File: config.mk
export PLATFORM = sky130hd
export DESIGN_NAME = cse_status_event
export DESIGN_NICKNAME = d
export VERILOG_FILES = /design/src/verilog/cse_sync_filter.v /design/src/verilog/cse_status_event.v
export VERILOG_INCLUDE_DIRS = /design/src /design/src/common
export SDC_FILE = /design/constraint.sdc
export NUM_CORES = 1
export LEC_CHECK = 0
export BUFFER_PORTS_ARGS = -buffer_cell sky130_fd_sc_hd__buf_2
export CAP_MARGIN = 10
export CORE_MARGIN = 3
export CORE_UTILIZATION = 40
export DETAILED_ROUTE_END_ITERATION = 6
export SLEW_MARGIN = 20
export SYNTH_ARGS = -nofsm -noshare
export SYNTH_HDL_FRONTEND = slang
export SYNTH_SLANG_ARGS = --single-unit
File: constraint.sdc
create_clock -name i_clock -period 3.5 [get_ports i_clock]
set_input_delay 0.175 -clock i_clock [delete_from_list [all_inputs] [get_ports i_clock]]
set_output_delay 0.175 -clock i_clock [all_outputs]
set_load 0.05 [all_outputs]
File: src/common/cse_map.vh
// cse_map.vh: register map, field positions, reset values and timing
// for the charger status, event and mask block.
// assumes a 25 MHz core clock; include by bare name.
`ifndef CSE_MAP_VH
`define CSE_MAP_VH

// ---------------------------------------------------------------------
// register offsets
// ---------------------------------------------------------------------
`define CSE_OFS_STATUS_SUPPLY   8'h00
`define CSE_OFS_STATUS_PROT     8'h01
`define CSE_OFS_EVENT_SUPPLY    8'h02
`define CSE_OFS_EVENT_PROT      8'h03
`define CSE_OFS_EVENT_TIMERS    8'h04
`define CSE_OFS_MASK_SUPPLY     8'h05
`define CSE_OFS_MASK_PROT       8'h06
`define CSE_OFS_MASK_TIMERS     8'h07
`define CSE_OFS_ADC_CONTROL     8'h0E

// ---------------------------------------------------------------------
// field layout
// ---------------------------------------------------------------------
`define CSE_SUPPLY_LSB          3
`define CSE_STATE_MSB           2
`define CSE_TIMERS_USED         8'h1F
`define CSE_BIT_ADC_DONE        4
`define CSE_BIT_SAFETY          3
`define CSE_BIT_SOFT_TIMER      2
`define CSE_BIT_PEAK            1
`define CSE_BIT_POWERON         0
`define CSE_BIT_SINGLE_CONV     0

// ---------------------------------------------------------------------
// operating state codes
// ---------------------------------------------------------------------
`define CSE_STATE_SHUTDOWN      3'h0
`define CSE_STATE_IDLE          3'h1
`define CSE_STATE_LOW_POWER     3'h2
`define CSE_STATE_ACTIVE        3'h4

// ---------------------------------------------------------------------
// reset values
// ---------------------------------------------------------------------
`define CSE_RST_MASK_SUPPLY     8'hF0
`define CSE_RST_MASK_PROT       8'hFF
`define CSE_RST_MASK_TIMERS     8'h1F
`define CSE_RST_EVENT           8'h00

// ---------------------------------------------------------------------
// 2-wire interface and timing
// ---------------------------------------------------------------------
`define CSE_DEV_ADDR            7'h59
`define CSE_CLOCK_NS            40
`define CSE_PEAK_FILTER_NS      1000
`define CSE_PEAK_FILTER_CYC     ((`CSE_PEAK_FILTER_NS) / (`CSE_CLOCK_NS))

`endif

File: src/verilog/cse_sync_filter.v
// cse_sync_filter.v: three-stage synchroniser with agreement filter.
// assumes inputs asynchronous to i_clock; output moves once stages
// two and three agree.
`timescale 1ns/1ps
`default_nettype none

module cse_sync_filter #(
   parameter       WIDTH = 1,
   parameter [31:0] INIT = 32'h0000_0000
)(
   input  wire             i_clock,
   input  wire             i_rst_b,
   input  wire [WIDTH-1:0] i_async,
   output reg  [WIDTH-1:0] o_level
);

   reg [WIDTH-1:0] stage1_r;
   reg [WIDTH-1:0] stage2_r;
   reg [WIDTH-1:0] stage3_r;

   // ------------------------------------------------------------------
   // synchroniser chain and filtered output
   // ------------------------------------------------------------------
   always @(posedge i_clock)
   begin
      if (!i_rst_b)
      begin
         stage1_r <= INIT[WIDTH-1:0];
         stage2_r <= INIT[WIDTH-1:0];
         stage3_r <= INIT[WIDTH-1:0];
         o_level  <= INIT[WIDTH-1:0];
      end
      else
      begin
         stage1_r <= i_async;
         stage2_r <= stage1_r;
         stage3_r <= stage2_r;
         // per bit: take the value only where stages two and three agree
         o_level  <= (stage2_r & ~(stage2_r ^ stage3_r))
                   | (o_level & (stage2_r ^ stage3_r));
      end
   end

endmodule

`default_nettype wire

File: src/verilog/cse_status_event.v
// cse_status_event.v: status, event latch and interrupt mask block with
// its 2-wire register slave.
// assumes comparator flags and pins are asynchronous; state code and
// event pulses come from logic on i_clock.
`timescale 1ns/1ps
`default_nettype none
`include "cse_map.vh"

module cse_status_event (
   input  wire       i_clock,
   input  wire       i_rst_b,
   input  wire       i_scl,
   input  wire       i_sda,
   output reg        o_sda_oe,
   output wire       o_sda_out,
   input  wire [4:0] i_supply_flags,
   input  wire [7:0] i_prot_flags,
   input  wire       i_peak_over,
   input  wire [2:0] i_op_state,
   input  wire       i_adc_done,
   input  wire       i_safety_expired,
   input  wire       i_soft_timer_expired,
   input  wire       i_temp_poweron,
   output reg        o_adc_start,
   output reg        o_irq
);

   // ------------------------------------------------------------------
   // state codes of the 2-wire slave
   // ------------------------------------------------------------------
   localparam [2:0] ST_IDLE = 3'd0;
   localparam [2:0] ST_ADDR = 3'd1;
   localparam [2:0] ST_REG  = 3'd2;
   localparam [2:0] ST_WDAT = 3'd3;
   localparam [2:0] ST_RDAT = 3'd4;
   localparam [2:0] ST_ACK  = 3'd5;
   localparam [2:0] ST_RACK = 3'd6;
   localparam integer PEAK_CYC_I = `CSE_PEAK_FILTER_CYC;
   localparam [7:0]   PEAK_CYC   = PEAK_CYC_I[7:0];

   wire       scl;
   wire       sda;
   wire [4:0] supply;
   wire [7:0] prot;
   wire       peak;
   reg        scl_d_r;
   reg        sda_d_r;
   reg  [2:0] st_r;
   reg  [2:0] after_ack_r;
   reg  [3:0] bit_cnt_r;
   reg  [7:0] shift_r;
   reg  [7:0] ptr_r;
   reg  [7:0] tx_r;
   reg        wr_stb_r;
   reg  [7:0] wr_data_r;
   reg  [2:0] state_r;
   reg  [4:0] supply_d_r;
   reg  [7:0] prot_d_r;
   reg  [7:0] ev_sup_r;
   reg  [7:0] ev_prot_r;
   reg  [7:0] ev_tim_r;
   reg  [7:0] mask_sup_r;
   reg  [7:0] mask_prot_r;
   reg  [7:0] mask_tim_r;
   reg  [7:0] peak_cnt_r;
   reg        peak_fired_r;
   reg  [7:0] ev_sup_nxt;
   reg  [7:0] ev_prot_nxt;
   reg  [7:0] ev_tim_nxt;
   reg  [7:0] set_tim;
   wire       scl_rise;
   wire       scl_fall;
   wire       start_c;
   wire       stop_c;

   // ------------------------------------------------------------------
   // register read mux, shared by first and follow-on read bytes
   // ------------------------------------------------------------------
   function [7:0] rd_mux;
      input [7:0] ofs;
      begin
         case (ofs)
            `CSE_OFS_STATUS_SUPPLY: rd_mux = {supply_d_r, state_r};
            `CSE_OFS_STATUS_PROT:   rd_mux = prot_d_r;
            `CSE_OFS_EVENT_SUPPLY:  rd_mux = ev_sup_r;
            `CSE_OFS_EVENT_PROT:    rd_mux = ev_prot_r;
            `CSE_OFS_EVENT_TIMERS:  rd_mux = ev_tim_r;
            `CSE_OFS_MASK_SUPPLY:   rd_mux = mask_sup_r;
            `CSE_OFS_MASK_PROT:     rd_mux = mask_prot_r;
            `CSE_OFS_MASK_TIMERS:   rd_mux = mask_tim_r;
            default:                rd_mux = 8'h00;
         endcase
      end
   endfunction

   // write-one-to-clear with set winning over clear
   function [7:0] w1c;
      input [7:0] cur;
      input [7:0] set;
      input       hit;
      input [7:0] data;
      begin
         w1c = (cur & ~(hit ? data : 8'h00)) | set;
      end
   endfunction

   // ------------------------------------------------------------------
   // input synchronisers
   // ------------------------------------------------------------------
   cse_sync_filter #(.WIDTH(2), .INIT(32'h0000_0003)) u_pins (
      .i_clock (i_clock),
      .i_rst_b (i_rst_b),
      .i_async ({i_scl, i_sda}),
      .o_level ({scl, sda})
   );

   cse_sync_filter #(.WIDTH(14), .INIT(32'h0000_0000)) u_flags (
      .i_clock (i_clock),
      .i_rst_b (i_rst_b),
      .i_async ({i_supply_flags, i_prot_flags, i_peak_over}),
      .o_level ({supply, prot, peak})
   );

   // bus edges and start or stop conditions
   assign scl_rise  = scl & ~scl_d_r;
   assign scl_fall  = ~scl & scl_d_r;
   assign start_c   = scl & scl_d_r & sda_d_r & ~sda;
   assign stop_c    = scl & scl_d_r & ~sda_d_r & sda;
   assign o_sda_out = 1'b0;

   // ------------------------------------------------------------------
   // 2-wire slave: address, register pointer, data bytes
   // ------------------------------------------------------------------
   always @(posedge i_clock)
   begin
      if (!i_rst_b)
      begin
         scl_d_r     <= 1'b1;
         sda_d_r     <= 1'b1;
         st_r        <= ST_IDLE;
         after_ack_r <= ST_IDLE;
         bit_cnt_r   <= 4'h0;
         shift_r     <= 8'h00;
         ptr_r       <= 8'h00;
         tx_r        <= 8'h00;
         o_sda_oe    <= 1'b0;
         wr_stb_r    <= 1'b0;
         wr_data_r   <= 8'h00;
      end
      else
      begin
         scl_d_r  <= scl;
         sda_d_r  <= sda;
         wr_stb_r <= 1'b0;
         if (wr_stb_r) // pointer steps after each written byte
            ptr_r <= ptr_r + 8'h01;
         if (start_c)
         begin
            st_r      <= ST_ADDR;
            bit_cnt_r <= 4'h0;
            o_sda_oe  <= 1'b0;
         end
         else if (stop_c)
         begin
            st_r     <= ST_IDLE;
            o_sda_oe <= 1'b0;
         end
         else if (scl_rise)
         begin
            case (st_r)
               ST_ADDR, ST_REG, ST_WDAT:
               begin
                  shift_r   <= {shift_r[6:0], sda};
                  bit_cnt_r <= bit_cnt_r + 4'h1;
               end
               ST_RDAT:
                  bit_cnt_r <= bit_cnt_r + 4'h1;
               ST_RACK:
                  if (sda)
                     st_r <= ST_IDLE; // master refused more data
               default:
                  st_r <= st_r;
            endcase
         end
         else if (scl_fall)
         begin
            case (st_r)
               ST_ADDR:
                  if (bit_cnt_r == 4'h8)
                  begin
                     if (shift_r[7:1] == `CSE_DEV_ADDR)
                     begin
                        o_sda_oe    <= 1'b1;
                        st_r        <= ST_ACK;
                        after_ack_r <= shift_r[0] ? ST_RDAT : ST_REG;
                        tx_r        <= rd_mux(ptr_r);
                     end
                     else
                        st_r <= ST_IDLE;
                  end
               ST_REG:
                  if (bit_cnt_r == 4'h8)
                  begin
                     ptr_r       <= shift_r;
                     o_sda_oe    <= 1'b1;
                     st_r        <= ST_ACK;
                     after_ack_r <= ST_WDAT;
                  end
               ST_WDAT:
                  if (bit_cnt_r == 4'h8)
                  begin
                     wr_stb_r    <= 1'b1;
                     wr_data_r   <= shift_r;
                     o_sda_oe    <= 1'b1;
                     st_r        <= ST_ACK;
                     after_ack_r <= ST_WDAT;
                  end
               ST_ACK:
               begin
                  bit_cnt_r <= 4'h0;
                  st_r      <= after_ack_r;
                  o_sda_oe  <= (after_ack_r == ST_RDAT) ? ~tx_r[7] : 1'b0;
               end
               ST_RDAT:
                  if (bit_cnt_r == 4'h8)
                  begin
                     o_sda_oe <= 1'b0;
                     st_r     <= ST_RACK;
                  end
                  else
                     o_sda_oe <= ~tx_r[3'd7 - bit_cnt_r[2:0]];
               ST_RACK:
               begin
                  ptr_r     <= ptr_r + 8'h01;
                  tx_r      <= rd_mux(ptr_r + 8'h01);
                  o_sda_oe  <= ~|(rd_mux(ptr_r + 8'h01) & 8'h80);
                  bit_cnt_r <= 4'h0;
                  st_r      <= ST_RDAT;
               end
               default:
                  st_r <= ST_IDLE;
            endcase
         end
      end
   end

   // ------------------------------------------------------------------
   // event set terms and write-one-to-clear
   // ------------------------------------------------------------------
   always @*
   begin
      set_tim = 8'h00;
      set_tim[`CSE_BIT_ADC_DONE]   = i_adc_done;
      set_tim[`CSE_BIT_SAFETY]     = i_safety_expired;
      set_tim[`CSE_BIT_SOFT_TIMER] = i_soft_timer_expired;
      set_tim[`CSE_BIT_PEAK]       = peak & ~peak_fired_r
                                     & (peak_cnt_r > PEAK_CYC);
      set_tim[`CSE_BIT_POWERON]    = i_temp_poweron;
      ev_sup_nxt  = w1c(ev_sup_r, {supply ^ supply_d_r, 3'b000},
                        wr_stb_r && ptr_r == `CSE_OFS_EVENT_SUPPLY,
                        wr_data_r);
      ev_prot_nxt = w1c(ev_prot_r, prot ^ prot_d_r,
                        wr_stb_r && ptr_r == `CSE_OFS_EVENT_PROT,
                        wr_data_r);
      ev_tim_nxt  = w1c(ev_tim_r, set_tim,
                        wr_stb_r && ptr_r == `CSE_OFS_EVENT_TIMERS,
                        wr_data_r & `CSE_TIMERS_USED & 8'hFE);
   end

   // ------------------------------------------------------------------
   // status, events, masks, peak filter, interrupt and ADC trigger
   // ------------------------------------------------------------------
   always @(posedge i_clock)
   begin
      if (!i_rst_b)
      begin
         state_r      <= `CSE_STATE_SHUTDOWN;
         supply_d_r   <= 5'h00;
         prot_d_r     <= 8'h00;
         ev_sup_r     <= `CSE_RST_EVENT;
         ev_prot_r    <= `CSE_RST_EVENT;
         ev_tim_r     <= `CSE_RST_EVENT;
         mask_sup_r   <= `CSE_RST_MASK_SUPPLY;
         mask_prot_r  <= `CSE_RST_MASK_PROT;
         mask_tim_r   <= `CSE_RST_MASK_TIMERS;
         peak_cnt_r   <= 8'h00;
         peak_fired_r <= 1'b0;
         o_adc_start  <= 1'b0;
         o_irq        <= 1'b0;
      end
      else
      begin
         // reserved and undefined codes keep the last reported state
         case (i_op_state)
            `CSE_STATE_SHUTDOWN, `CSE_STATE_IDLE,
            `CSE_STATE_LOW_POWER, `CSE_STATE_ACTIVE:
               state_r <= i_op_state;
            default:
               state_r <= state_r;
         endcase
         supply_d_r <= supply;
         prot_d_r   <= prot;
         ev_sup_r   <= ev_sup_nxt;
         ev_prot_r  <= ev_prot_nxt;
         ev_tim_r   <= ev_tim_nxt;
         // peak-limit dwell counter, one event per episode
         if (!peak)
         begin
            peak_cnt_r   <= 8'h00;
            peak_fired_r <= 1'b0;
         end
         else
         begin
            if (peak_cnt_r <= PEAK_CYC)
               peak_cnt_r <= peak_cnt_r + 8'h01;
            if (peak_cnt_r > PEAK_CYC)
               peak_fired_r <= 1'b1;
         end
         // mask writes; reserved bits stay zero
         if (wr_stb_r && ptr_r == `CSE_OFS_MASK_SUPPLY)
            mask_sup_r <= wr_data_r & 8'hF8;
         if (wr_stb_r && ptr_r == `CSE_OFS_MASK_PROT)
            mask_prot_r <= wr_data_r;
         if (wr_stb_r && ptr_r == `CSE_OFS_MASK_TIMERS)
            mask_tim_r <= wr_data_r & `CSE_TIMERS_USED;
         // single conversion start; upper bits of the write ignored
         o_adc_start <= wr_stb_r && ptr_r == `CSE_OFS_ADC_CONTROL
                        && wr_data_r[`CSE_BIT_SINGLE_CONV];
         // zero mask lets the event through
         o_irq <= |(ev_sup_nxt & ~mask_sup_r & 8'hF8)
                | |(ev_prot_nxt & ~mask_prot_r)
                | |(ev_tim_nxt & ~mask_tim_r & `CSE_TIMERS_USED);
      end
   end

endmodule

`default_nettype wire

==> results.py <==
metrics = {
    "outcome": {
        "status": "finished with violations",
        "violations": "DRC",
    },
    "logic_synthesis": {
        "synth_nets": 945,
        "avgSynthCellArea_um2": 8.68,
        "ys_warn_count": 0,
        "seq_area_frac_synth_pct": 44.8,
        "ys_top_cells_by_area": "dfxtp_1, nand2_1, and2_1",
        "netlist.area_leader.share_pct": 44.8,
        "synth-seq-cells": 176,
        "syn_inst": 907,
        "synth_edf_count": 0,
        "yosys.area.top_type": "dfxtp_1",
        "ys_types": 70,
        "synthesis.area_mm2": 0.00787,
        "synth_flop_cell": "dfxtp_1",
        "synthArstFlopShare_pct": 0,
    },
    "critical_path": {
        "crit_arrival_ns": 3.16,
        "startpoint_type": "register",
        "required_ns": 3.83,
        "rr_worst_depth": 7,
        "r2r_slack_ns": 0.67,
        "end_kind": "register",
        "rr_startpoint": "wr_stb_r",
        "cp_max_fo": 12,
        "crit_type": "register to register",
        "timing.rr.end": "o_irq",
    },
    "place": {
        "hpwl_mm": 13.7,
        "io_buffers": 27,
        "gp_congestion": 0.942,
        "pre_cts_ws_ns": 0.729,
        "place_area_mm2": 0.00823,
    },
    "timing": {
        "rsz0062_at_grt": "false",
        "tightest_slew_ns": 1.05,
        "period_share_pct": 80.9,
        "setup_tns_ns": 0,
        "setup_slack_ns": 0.669,
        "fin_crit_ns": 2.83,
        "finalSetupViolations": 0,
        "slew_headroom_pct": 29.8,
        "drv_slew": 0,
        "hold_viol": 0,
        "skew_ns": 0.0116,
        "max_freq_mhz": 353,
    },
    "routing": {
        "via_count": 6463,
        "drtIter0Drc": 690,
        "drc": 1,
        "ant_nets": 0,
        "drt_pass1_iterations": 7,
        "routedWlPerCell_um": 16.7,
        "avgViaCountPerCell": 5.37,
        "wirelength_mm": 20.1,
    },
    "cts": {
        "post_cts.repair.setup_buffers": 0,
        "cts_tree": "yes",
        "cts_max_path_buffers": 2,
        "clock_latency_ns": 0.44,
        "htreeDepth": 4,
        "cts_resized": 0,
        "clk_pin_slew_ns": 0.08,
        "tritoncts.num_buffers": 17,
        "numClockSinks": 176,
        "cts_root_buf": "clkbuf_16",
    },
    "layout": {
        "area_growth_pct": 14.4,
        "fin_util_pct": 47.3,
        "final_net_count": 969,
        "layout-drive-gt1-share_pct": 9.75,
        "fillers": 1859,
        "final_cell_area_mm2": 0.00900,
        "antenna_cells": 0,
        "final_cell_mix": "dfxtp_1, nand2_1, nor2_1, and2_1, a21oi_1",
        "mostFrequentLayoutCell": "dfxtp_1",
        "reg_top3": "u_flags.stage1_r x14, u_flags.stage2_r x14, u_flags.stage3_r x14",
    },
    "min_path": {
        "hold_start": "i_soft_timer_expired",
        "hold_end": "ev_tim_r[2]",
        "hp-class": "input port to register",
        "hold_depth": 3,
    },
    "pwr": {
        "power_mw": 4.01,
        "power.leakage_nw": 3.42,
        "powerDensity_mw_per_mm2": 445,
        "ir_drop_mv": 0.316,
    },
    "global_route": {
        "antenna_found_initial": 0,
        "globalRouteOverflowTotal": 0,
        "grt_use_total_pct": 18.7,
        "grt_max_degree": 74,
        "grt_pass1_wl_mm": 32.3,
        "grt_pass1_vias": 5984,
    },
    "die": {
        "fp.dieW_um": 146,
        "core_mm2": 0.0190,
        "rows": 50,
        "die_h_um": 146,
        "die-area_mm2": 0.0214,
        "initial_utilization_pct": 41.4,
        "io_pins": 29,
    },
    "run": {
        "max_cap_viol_count": 0,
    },
}
synth_stat cells, types with 3 or more instances:
cell,number
a21oi_1,56
xnor2_1,8
xor2_1,24
nand3_1,34
nor3_1,10
a31oi_1,6
a21o_1,6
mux2i_1,27
a211oi_1,3
nor4_1,6
a221oi_1,6
ha_1,13
and2_1,57
a222oi_1,11
o211a_1,5
dfxtp_1,176
nor2_1,79
o21ai_0,40
buf_1,3
nand2b_1,21
or3_1,7
o211ai_1,20
o22ai_1,3
nor2b_1,5
mux2_2,6
a311oi_1,3
nand4_1,6
nand2_1,107
a22oi_1,30
inv_1,19
a32oi_1,3
and3_1,7
clkbuf_1,51
final cells by class:
cell class	count	area (um2)	area share, %
sequential	176	3520	39.1
multi-input combinational	652	4040	44.8
tap	260	325	3.61
clock buffer	19	443	4.92
clock inverter	13	138	1.53
inverter	20	75.1	0.834
timing repair buffer	64	463	5.14
worst max path at each step:
stage	to	cells past startpoint	startpoint	slack, ns
after global routing	o_irq	7	wr_stb_r	0.51
after global placement	o_irq	7	ptr_r[0]	0.72
after detailed placement	o_irq	7	ptr_r[0]	0.73
after floorplan	o_irq	10	ptr_r[0]	0.86
final	o_irq	7	wr_stb_r	0.67
after CTS	o_irq	7	ptr_r[0]	0.72
per-stage QoR:
step	hold WS, ns	std cells
detailed placement	0.364	1153
global placement	0.361	1153
CTS	0.0272	1204
floorplan	0.276	907
finish	0.0373	1204
global route	0.0541	1204
where the power goes:
group | internal [mW] | total, mW | switching [mW]
clock network | 0.970 | 1.86 | 0.886
registers | 2.03 | 2.05 | 0.0150
logic | 0.0477 | 0.106 | 0.0581
total | 3.05 | 4.01 | 0.959
logic make-up after synthesis:
kind of cell | after synthesis | synth area share (%)
flip-flops | 176 | 44.8
buffers and inverters | 79 | 4.04
other | 1 | 0.0476
multiplexers | 35 | 4.86
adder cells (fa/ha/maj) | 13 | 2.07
AO/OA/AOI/OAI | 216 | 18.5
AND/OR/NAND/NOR | 355 | 22.1
XOR/XNOR | 32 | 3.56
repair_timing:
item                                    in CTS  in global routing
endpoints found under the setup margin       0                  0
endpoints found under the hold margin       19                  0
hold buffers                                19                  0
metal layers:
metal | wire (um) | vias to the layer above | track usage, %
met5 | 0 | - | 0
met4 | 354 | 0 | 6.07
met3 | 1080 | 26 | 4.28
met2 | 8990 | 204 | 28.8
met1 | 9650 | 2986 | 26.1
li1 | - | 3247 | -
critical path: stages, from the launching register on:
cell and delay [ns]:
dfxtp_1 0.61, nor4bb_1 0.36, buf_4 0.18, and2_0 0.48, a21oi_1 0.17, a2111oi_1 0.33, o2111ai_1 0.17, o41a_1 0.43
(Power assumes the default switching activity.)
